File: src/inc/temp_sensor_defs.svh
// constants of the temperature sensor serial slave port
// assumes inclusion by bare name from the package and the design files
`ifndef TEMP_SENSOR_DEFS_SVH
`define TEMP_SENSOR_DEFS_SVH
`define ADDR_FIXED 4'h9
`define PTR_TEMP 3'h0
`define PTR_CFG 3'h1
`define PTR_HYST 3'h2
`define PTR_LIMIT 3'h3
`define PTR_ONESHOT 3'h4
`define RST_CFG 8'h00
`define RST_HYST 16'h4B00
`define RST_LIMIT 16'h5000
`define RST_PTR 3'h0
`define CFG_INT_BIT 1
`define CFG_POL_BIT 2
`define BITS_PER_BYTE 4'h8
`define LAST_BIT 4'h7
`define LAST_IDX 2'h3
`define TIMEOUT_CYCLES_DEFAULT 1000000
`endif

File: src/inc/temp_sensor_pkg.sv
// types shared by the serial slave port files
// assumes the defs header sits on the include path
`include "temp_sensor_defs.svh"
package temp_sensor_pkg;
    typedef enum logic [2:0] {
        ST_IDLE = 3'h0,
        ST_ADDR = 3'h1,
        ST_ACK_ADDR = 3'h2,
        ST_WRITE = 3'h3,
        ST_ACK_WR = 3'h4,
        ST_READ = 3'h5,
        ST_RACK = 3'h6,
        ST_WAIT = 3'h7
    } port_state_type;
endpackage

File: src/inc/reg_access_if.sv
// register access carrier between the port logic and the register file
// assumes both ends run on ref_clk
`timescale 1ns/1ps
`default_nettype none
interface reg_access_if;
    logic wr_en;
    logic [2:0] ptr;
    logic [15:0] wr_data;
    logic [15:0] temp_value;
    logic [15:0] rd_data;
    logic [7:0] cfg;
    logic [15:0] hyst;
    logic [15:0] limit;
    modport ctrl (output wr_en, ptr, wr_data, temp_value,
                  input rd_data, cfg, hyst, limit);
    modport regs (input wr_en, ptr, wr_data, temp_value,
                  output rd_data, cfg, hyst, limit);
endinterface
`default_nettype wire

File: src/core/sensor_regs.sv
// configuration, hysteresis and alert limit registers with read mux
// assumes a synchronised active-low reset and writes from the port fsm
`timescale 1ns/1ps
`default_nettype none
`include "temp_sensor_defs.svh"
module sensor_regs (
    // clock and reset
    input wire logic ref_clk,
    input wire logic rst_n,
    // register access
    reg_access_if.regs rb
);
    logic [7:0] cfg_r;
    logic [15:0] hyst_r;
    logic [15:0] limit_r;
    logic [15:0] rd_data_r;
    wire [15:0] rd_sel;

    // config byte sits high so the first byte read is always right
    assign rd_sel = (rb.ptr == `PTR_TEMP) ? rb.temp_value :
                    (rb.ptr == `PTR_CFG) ? {cfg_r, 8'h00} :
                    (rb.ptr == `PTR_HYST) ? hyst_r :
                    (rb.ptr == `PTR_LIMIT) ? limit_r : 16'h0000;

    always_ff @(posedge ref_clk or negedge rst_n) begin
        if (!rst_n) begin
            cfg_r <= `RST_CFG;
            hyst_r <= `RST_HYST;
            limit_r <= `RST_LIMIT;
        end else if (rb.wr_en) begin
            if (rb.ptr == `PTR_CFG)
                cfg_r <= rb.wr_data[7:0];
            if (rb.ptr == `PTR_HYST)
                hyst_r <= rb.wr_data;
            if (rb.ptr == `PTR_LIMIT)
                limit_r <= rb.wr_data;
        end
    end

    always_ff @(posedge ref_clk or negedge rst_n) begin
        if (!rst_n)
            rd_data_r <= 16'h0000;
        else
            rd_data_r <= rd_sel;
    end

    assign rb.rd_data = rd_data_r;
    assign rb.cfg = cfg_r;
    assign rb.hyst = hyst_r;
    assign rb.limit = limit_r;
endmodule // sensor_regs
`default_nettype wire

File: src/core/temp_sensor_i2c_slave_port.sv
// two-wire serial slave port and over-temperature alert of the sensor
// assumes scl/sda/select pins are asynchronous, temp_value is on ref_clk
`timescale 1ns/1ps
`default_nettype none
`include "temp_sensor_defs.svh"
module temp_sensor_i2c_slave_port
    import temp_sensor_pkg::*;
#(
    parameter int unsigned TIMEOUT_CYCLES = `TIMEOUT_CYCLES_DEFAULT
) (
    // clock and reset
    input wire logic ref_clk,
    input wire logic rst_n,
    // serial bus pins
    input wire logic scl_in,
    input wire logic sda_in,
    output logic sda_out,
    output logic sda_oe,
    // address select pins
    input wire logic addr_select_high,
    input wire logic addr_select_middle,
    input wire logic addr_select_low,
    // converter side
    input wire logic [15:0] temp_value,
    output logic oneshot_start,
    // alert pin level
    output logic overtemp_alert_output
);
    localparam int NPIN = 5;

    logic [1:0] rst_sync_r;
    logic [NPIN-1:0] meta_r;
    logic [NPIN-1:0] sync_r;
    logic scl_d_r;
    logic sda_d_r;
    port_state_type state_r, state_nxt;
    logic [3:0] bit_cnt_r, bit_cnt_nxt;
    logic [7:0] shift_r, shift_nxt;
    logic [1:0] byte_idx_r, byte_idx_nxt;
    logic rd_dir_r, rd_dir_nxt;
    logic oe_r, oe_nxt;
    logic [7:0] hi_byte_r, hi_byte_nxt;
    logic read_lo_r, read_lo_nxt;
    logic [2:0] ptr_r, ptr_nxt;
    logic wr_en_r, wr_en_nxt;
    logic [15:0] wr_data_r, wr_data_nxt;
    logic oneshot_r, oneshot_nxt;
    logic rd_clear_r, rd_clear_nxt;
    logic [31:0] tmo_cnt_r, tmo_cnt_nxt;
    logic cmp_active_r;
    logic int_active_r;
    logic armed_r;
    logic alert_r;
    logic sda_out_r;
    wire rst_s_n;
    wire [NPIN-1:0] pin_vec;
    wire scl, sda;
    wire [2:0] sel_pins;
    wire scl_rise, scl_fall, start_det, stop_det;
    wire lim_hit, below_hyst, alert_act, alert_nxt;
    wire [7:0] rd_byte;
    wire tmo_hit;

    reg_access_if rb ();

    function automatic logic addr_match(input logic [7:0] b,
                                        input logic [2:0] pins);
        addr_match = (b[7:1] == {`ADDR_FIXED, pins});
    endfunction

    // two's complement, sign in the top bit
    // compare the 12 significant bits as signed values
    function automatic logic temp_ge(input logic [15:0] a,
                                     input logic [15:0] b);
        temp_ge = ($signed(a[15:4]) >= $signed(b[15:4]));
    endfunction

    always_ff @(posedge ref_clk or negedge rst_n) begin
        if (!rst_n)
            rst_sync_r <= 2'h0;
        else
            rst_sync_r <= {rst_sync_r[0], 1'b1};
    end
    assign rst_s_n = rst_sync_r[1];

    assign pin_vec = {scl_in, sda_in, addr_select_high,
                      addr_select_middle, addr_select_low};
    genvar gi;
    generate
        for (gi = 0; gi < NPIN; gi++) begin : g_sync
            always_ff @(posedge ref_clk or negedge rst_s_n) begin
                if (!rst_s_n) begin
                    meta_r[gi] <= 1'b1;
                    sync_r[gi] <= 1'b1;
                end else begin
                    meta_r[gi] <= pin_vec[gi];
                    sync_r[gi] <= meta_r[gi];
                end
            end
        end
    endgenerate

    always_ff @(posedge ref_clk or negedge rst_s_n) begin
        if (!rst_s_n) begin
            scl_d_r <= 1'b1;
            sda_d_r <= 1'b1;
        end else begin
            scl_d_r <= scl;
            sda_d_r <= sda;
        end
    end

    assign scl = sync_r[4];
    assign sda = sync_r[3];
    assign sel_pins = sync_r[2:0];
    assign scl_rise = scl & ~scl_d_r;
    assign scl_fall = ~scl & scl_d_r;
    assign start_det = scl & scl_d_r & ~sda & sda_d_r;
    assign stop_det = scl & scl_d_r & sda & ~sda_d_r;
    // upper byte first; config always in the upper lane
    assign rd_byte = read_lo_r ? rb.rd_data[7:0] : rb.rd_data[15:8];
    assign tmo_hit = (tmo_cnt_r >= TIMEOUT_CYCLES - 1);

    always_comb begin
        state_nxt = state_r;
        bit_cnt_nxt = bit_cnt_r;
        shift_nxt = shift_r;
        byte_idx_nxt = byte_idx_r;
        rd_dir_nxt = rd_dir_r;
        oe_nxt = oe_r;
        hi_byte_nxt = hi_byte_r;
        read_lo_nxt = read_lo_r;
        ptr_nxt = ptr_r;
        wr_en_nxt = 1'b0;
        wr_data_nxt = wr_data_r;
        oneshot_nxt = 1'b0;
        rd_clear_nxt = 1'b0;
        tmo_cnt_nxt = 32'h0;
        if (state_r != ST_IDLE && sda == sda_d_r)
            tmo_cnt_nxt = tmo_cnt_r + 32'h1;
        if (start_det) begin
            state_nxt = ST_ADDR;
            bit_cnt_nxt = 4'h0;
            byte_idx_nxt = 2'h0;
            oe_nxt = 1'b0;
        end else if (stop_det) begin
            state_nxt = ST_IDLE;
            oe_nxt = 1'b0;
        end else begin
            case (state_r)
                ST_ADDR, ST_WRITE: begin
                    if (scl_rise) begin
                        shift_nxt = {shift_r[6:0], sda};
                        bit_cnt_nxt = bit_cnt_r + 4'h1;
                    end else if (scl_fall
                                 && bit_cnt_r == `BITS_PER_BYTE) begin
                        bit_cnt_nxt = 4'h0;
                        if (state_r == ST_ADDR) begin
                            if (addr_match(shift_r, sel_pins)) begin
                                state_nxt = ST_ACK_ADDR;
                                oe_nxt = 1'b1;
                                rd_dir_nxt = shift_r[0];
                                rd_clear_nxt = shift_r[0];
                            end else begin
                                state_nxt = ST_IDLE;
                            end
                        end else begin
                            state_nxt = ST_ACK_WR;
                            oe_nxt = 1'b1;
                            if (byte_idx_r != `LAST_IDX)
                                byte_idx_nxt = byte_idx_r + 2'h1;
                            case (byte_idx_r)
                                2'h0: begin
                                    ptr_nxt = shift_r[2:0];
                                    oneshot_nxt = (shift_r[2:0]
                                                   == `PTR_ONESHOT);
                                end
                                2'h1: begin
                                    hi_byte_nxt = shift_r;
                                    if (ptr_r == `PTR_CFG) begin
                                        wr_en_nxt = 1'b1;
                                        wr_data_nxt = {8'h00, shift_r};
                                    end
                                end
                                2'h2: begin
                                    if (ptr_r == `PTR_HYST
                                        || ptr_r == `PTR_LIMIT) begin
                                        wr_en_nxt = 1'b1;
                                        wr_data_nxt = {hi_byte_r, shift_r};
                                    end
                                end
                                default: ;
                            endcase
                        end
                    end
                end
                ST_ACK_ADDR: begin
                    if (scl_fall) begin
                        if (rd_dir_r) begin
                            state_nxt = ST_READ;
                            shift_nxt = rb.rd_data[15:8];
                            oe_nxt = ~rb.rd_data[15];
                            read_lo_nxt = (ptr_r != `PTR_CFG);
                            bit_cnt_nxt = 4'h0;
                        end else begin
                            state_nxt = ST_WRITE;
                            oe_nxt = 1'b0;
                        end
                    end
                end
                ST_ACK_WR: begin
                    if (scl_fall) begin
                        state_nxt = ST_WRITE;
                        oe_nxt = 1'b0;
                    end
                end
                ST_READ: begin
                    // data moves only on falling clock
                    if (scl_fall) begin
                        if (bit_cnt_r == `LAST_BIT) begin
                            state_nxt = ST_RACK;
                            oe_nxt = 1'b0;
                            bit_cnt_nxt = 4'h0;
                        end else begin
                            shift_nxt = {shift_r[6:0], 1'b0};
                            oe_nxt = ~shift_r[6];
                            bit_cnt_nxt = bit_cnt_r + 4'h1;
                        end
                    end
                end
                ST_RACK: begin
                    if (scl_rise && sda) begin
                        state_nxt = ST_WAIT;
                        oe_nxt = 1'b0;
                    end else if (scl_fall) begin
                        state_nxt = ST_READ;
                        shift_nxt = rd_byte;
                        oe_nxt = ~rd_byte[7];
                        read_lo_nxt = (ptr_r != `PTR_CFG) & ~read_lo_r;
                    end
                end
                default: ;
            endcase
        end
        if (tmo_hit && !start_det) begin
            state_nxt = ST_IDLE;
            oe_nxt = 1'b0;
            tmo_cnt_nxt = 32'h0;
        end
    end

    always_ff @(posedge ref_clk or negedge rst_s_n) begin
        if (!rst_s_n) begin
            state_r <= ST_IDLE;
            bit_cnt_r <= 4'h0;
            shift_r <= 8'h00;
            byte_idx_r <= 2'h0;
            rd_dir_r <= 1'b0;
            oe_r <= 1'b0;
            hi_byte_r <= 8'h00;
            read_lo_r <= 1'b0;
            ptr_r <= `RST_PTR;
            wr_en_r <= 1'b0;
            wr_data_r <= 16'h0000;
            oneshot_r <= 1'b0;
            rd_clear_r <= 1'b0;
            tmo_cnt_r <= 32'h0;
        end else begin
            state_r <= state_nxt;
            bit_cnt_r <= bit_cnt_nxt;
            shift_r <= shift_nxt;
            byte_idx_r <= byte_idx_nxt;
            rd_dir_r <= rd_dir_nxt;
            oe_r <= oe_nxt;
            hi_byte_r <= hi_byte_nxt;
            read_lo_r <= read_lo_nxt;
            ptr_r <= ptr_nxt;
            wr_en_r <= wr_en_nxt;
            wr_data_r <= wr_data_nxt;
            oneshot_r <= oneshot_nxt;
            rd_clear_r <= rd_clear_nxt;
            tmo_cnt_r <= tmo_cnt_nxt;
        end
    end

    assign rb.wr_en = wr_en_r;
    assign rb.ptr = ptr_r;
    assign rb.wr_data = wr_data_r;
    assign rb.temp_value = temp_value;

    sensor_regs u_regs (
        .ref_clk(ref_clk),
        .rst_n(rst_s_n),
        .rb(rb.regs)
    );

    assign lim_hit = temp_ge(temp_value, rb.limit);
    assign below_hyst = ~temp_ge(temp_value, rb.hyst);
    assign alert_act = rb.cfg[`CFG_INT_BIT] ? int_active_r : cmp_active_r;
    assign alert_nxt = alert_act ^ ~rb.cfg[`CFG_POL_BIT];

    always_ff @(posedge ref_clk or negedge rst_s_n) begin
        if (!rst_s_n) begin
            cmp_active_r <= 1'b0;
            int_active_r <= 1'b0;
            armed_r <= 1'b1;
            alert_r <= 1'b1;
            sda_out_r <= 1'b0;
        end else begin
            if (lim_hit)
                cmp_active_r <= 1'b1;
            else if (below_hyst)
                cmp_active_r <= 1'b0;
            if (lim_hit && armed_r)
                int_active_r <= 1'b1;
            else if (rd_clear_r)
                int_active_r <= 1'b0;
            // re-arm only after dropping under the limit
            armed_r <= lim_hit ? 1'b0 : 1'b1;
            alert_r <= alert_nxt;
            sda_out_r <= 1'b0;
        end
    end

    assign sda_out = sda_out_r;
    assign sda_oe = oe_r;
    assign oneshot_start = oneshot_r;
    assign overtemp_alert_output = alert_r;
endmodule // temp_sensor_i2c_slave_port
`default_nettype wire

File: config.mk
export PLATFORM = sky130hd
export DESIGN_NAME = temp_sensor_i2c_slave_port
export DESIGN_NICKNAME = d
export VERILOG_FILES = /design/src/inc/temp_sensor_pkg.sv /design/src/inc/reg_access_if.sv /design/src/core/sensor_regs.sv /design/src/core/temp_sensor_i2c_slave_port.sv
export VERILOG_INCLUDE_DIRS = /design/src /design/src/inc
export SDC_FILE = /design/constraint.sdc
export NUM_CORES = 1
export LEC_CHECK = 0
export ABC_CLOCK_PERIOD_IN_PS = 4700
export BUFFER_PORTS_ARGS = -buffer_cell sky130_fd_sc_hd__clkbuf_2
export CORE_MARGIN = 2
export CORE_UTILIZATION = 40
export CTS_CLUSTER_SIZE = 30
export DETAILED_ROUTE_END_ITERATION = 6
export PLACE_DENSITY = 0.57
export REMOVE_ABC_BUFFERS = 1
export SLEW_MARGIN = 20
export SYNTH_ARGS = -nofsm -noshare
export SYNTH_HDL_FRONTEND = slang
export SYNTH_SLANG_ARGS = --single-unit
export TNS_END_PERCENT = 20
File: constraint.sdc
create_clock -name ref_clk -period 4.7 [get_ports ref_clk]
set_input_delay 0 -clock ref_clk [delete_from_list [all_inputs] [get_ports ref_clk]]
set_output_delay 0 -clock ref_clk [all_outputs]
set_load 0.005 [all_outputs]
==> metrics.cfg <==
[synthesis]
synth-compound-area-share_pct=8.99
synth_area_leaders=dfrtp_1, mux2_2, dfstp_2, ha_1, nand2_1
yosysTopAreaCell=dfrtp_1
syn_avg_cell_area_um2=11.2
async_reset_ff_share_pct=100
muxShareOfSynthArea_pct=13.0
synth_area_um2=7580
yosys.area_share.simple_pct=14.5
ys.flop_type=dfrtp_1
synth_seq_area_share_pct=51.8
yosys_warnings=0
synth_top_family_by_area=simple AND/OR/NAND/NOR gates
ys_types=71
synthDominantCellAreaShare_pct=44.9
synthesis.instances=675
synth_fa_ha_area_share_pct=5.11
synth_xor_area_share_pct=2.66
synth_edf_count=0
synth-seq-cells=156

[place]
io_buffers=25
place_area_um2=7980
place_hpwl_um=11200
gp_congestion=0.823
place_ws_ps=2100

[cts]
cts_sinks=156
clockBufferDepth=2
clock_latency_ps=430
clkTransAtPathRegs_ps=60
root_buffer=clkbuf_16
htreeDepth=4
cts_setup_buffers=0
cts_buffers=17
cts_tree=yes

[routing]
vias=5137
antenna_left=0
drt-pass1-iter-count=4
first_iter_violations=233
drt-vias-per-instance=5.27
drc=0
finalWirelength_um=16100
wl_per_cell_um=16.6

[setup_path]
slowest_delay_ps=1050
cp_slowest_cell=dfrtp_1
cp_max_fo=25
reg2reg_slack_ps=2110
crit_arrival_ps=2880
path_delay_family=flip-flops
crit_buf_inv=0
path_class=register to register
crit_required_ps=4990
path_cells=nand2_1 > o21ai_0 > nand3b_2 > mux2_1
start_kind=register
end_kind=register

[status]
status=complete, no violations

[timing]
maxSlewViolCount=0
final_hold_viol_count=0
finalWorstPathRequiredPeriod_ps=2590
worst_pin_slew_ps=1080
fin_setup_tns_ps=0
fin_skew_ps=14.0
slew_headroom_pct=27.8
rsz0062_at_grt=false
fmax_mhz=387
hold_slack_ps=80.6
finalWorstSetupSlack_ps=2110
finalSetupViolCount=0
period_share_pct=55.0

[floorplanning]
die-area_um2=20100
dieHeight_um=142
start_util_pct=40.7
rows=50
io_pins=27
core_region_area_um2=18600
die_w_um=142

[global_route]
grt-ovfl-total=0
grt_pass1_wl_um=27300
grt_max_degree=82
use_met3_pct=3.41
busiest_layer=met2
grt_pass1_vias=5374
antenna_found_initial=0
grt_use_met2_pct=28.8
gr-usage-met1_pct=22.9
grt_usage_pct=17.4

[finish]
regArea_um2=3930
utilization_pct=47.0
multi_input_area_um2=3430
drive_above_1_share_pct=23.6
area_growth_pct=15.6
nFillCells=1725
design_area_um2=8760
fin_nets=781
diodes=0

[power_and_ir_drop]
p_leak_nw=3.84
cellPowerDensity_nw_per_um2=331
vdd_drop_max_uv=274

[worst_hold_path]
hold_class=input port to register

[run]
maxCapViolations=0

==> sequential cells by signal, indices dropped and copies added, names as in the netlist, 5 cells and up <==
signal	count
tmo_cnt_r	32
rb.wr_data	16
u_regs.rb.hyst	16
u_regs.rb.limit	16
u_regs.rb.rd_data	16
hi_byte_r	8
shift_r	8
u_regs.rb.cfg	8
meta_r	5
==> metrics by stage <==
| stage | instances | power, mW |
|---|---|---|
| final | 974 | 2.90 |
| after floorplan | 659 | 1.47 |
| after CTS | 973 | 2.94 |
| after global routing | 974 | 3.02 |
| after global placement | 926 | 1.51 |
| after detailed placement | 926 | 1.52 |
==> cell usage after synthesis, types with 3 or more instances <==
library cell and number:
a211oi_1 4, a21o_1 6, a21oi_1 18, a22oi_1 8
a31oi_1 5, and3_1 3, buf_2 7, buf_4 3
buf_6 3, clkbuf_1 14, dfrtp_1 136, dfstp_2 20
ha_1 31, inv_1 36, mux2_1 11, mux2_2 50
mux2i_1 12, mux4_2 8, nand2_1 66, nand2b_1 3
nand3_1 19, nand3b_1 3, nand4_1 7, nor2_1 38
nor2_2 21, nor2b_1 13, nor3_1 6, nor3b_1 3
nor4_1 5, nor4b_1 3, nor4bb_1 3, o211ai_1 3
o21ai_0 34, o21ai_1 4, o22ai_1 3, o31ai_1 4
xnor2_1 11, xor2_1 12
==> routing by layer <==
layer / routed length [µm] / vias to the layer above
li1: - / 2460
met1: 7710 / 2593
met2: 7790 / 65
met3: 361 / 19
met4: 269 / 0
met5: 0 / -
==> what timing repair did <==
| action | 4_1_cts | 5_1_grt |
|---|---|---|
| gates resized for setup | 0 | 0 |
| endpoints found under the hold margin | 15 | 0 |
| hold buffers | 15 | 0 |
==> power by group <==
group | switching (mW) | total (mW) | internal (mW) | leakage, nW
sequential | 0.0171 | 1.39 | 1.37 | 2.03
clock | 0.531 | 1.40 | 0.867 | 0.284
combinational | 0.0651 | 0.115 | 0.0496 | 1.53
==> worst reg2reg max path, delay by kind of cell, from the launching register on <==
kind             cells  cell delay (ps)
flip-flops           1             1050
AND/OR/NAND/NOR      2              650
multiplexers         1              490
AO/OA/AOI/OAI        1              280
==> area by class of cell <==
type                       count  share of cell area, %
timing repair buffer          49                   4.14
inverter                      38                   1.63
multi-input combinational    465                   39.1
sequential                   156                   44.9
tap                          234                   3.34
clock buffer                  23                   5.34
clock inverter                 9                   1.58
==> worst paths after layout <==
| kind | from | endpoint | depth (start not counted) |
|---|---|---|---|
| max | ptr_r[1] | rb.wr_data[4] | 4 |
| min | temp_value[12] | cmp_active_r | 4 |
| max reg2reg | ptr_r[1] | rb.wr_data[4] | 4 |
| min in group asynchronous | rst_sync_r[1] | u_regs.rb.rd_data[3] | 0 |
| min reg2reg | rst_sync_r[1] | u_regs.rb.rd_data[3] | 0 |
| max in group asynchronous | rst_sync_r[1] | meta_r[3] | 1 |
==> layout by cell type (no fill, tap or decap), types with 4 or more instances in the layout <==
cell | synthesis | routed
a211oi_1 | 4 | 4
a21o_1 | 6 | 6
a21oi_1 | 18 | 18
a22oi_1 | 8 | 8
a31oi_1 | 5 | 5
buf_4 | 3 | 8
clkbuf_1 | 14 | 4
clkbuf_16 | 0 | 17
clkbuf_2 | 0 | 25
conb_1 | 2 | 14
dfrtp_1 | 136 | 135
dfstp_2 | 20 | 20
dlygate4sd3_1 | 0 | 15
ha_1 | 31 | 31
inv_1 | 36 | 36
mux2_1 | 11 | 11
mux2_2 | 50 | 50
mux2i_1 | 12 | 12
mux4_2 | 8 | 8
nand2_1 | 66 | 66
nand3_1 | 19 | 19
nand4_1 | 7 | 7
nor2_1 | 38 | 38
nor2_2 | 21 | 21
nor2b_1 | 13 | 13
nor3_1 | 6 | 6
nor4_1 | 5 | 5
o21ai_0 | 34 | 34
o21ai_1 | 4 | 4
o31ai_1 | 4 | 4
xnor2_1 | 11 | 11
xor2_1 | 12 | 12
==> cell families (layout without fill, tap and decap cells) <==
logic type | after synthesis | after routing
buffers and inverters | 66 | 119
other | 2 | 14
multiplexers | 81 | 81
AND/OR/NAND/NOR | 210 | 210
XOR/XNOR | 23 | 23
adder cells (fa/ha/maj) | 31 | 31
flip-flops | 156 | 156
AO/OA/AOI/OAI | 106 | 106
Power figures use the tool's default switching activity.
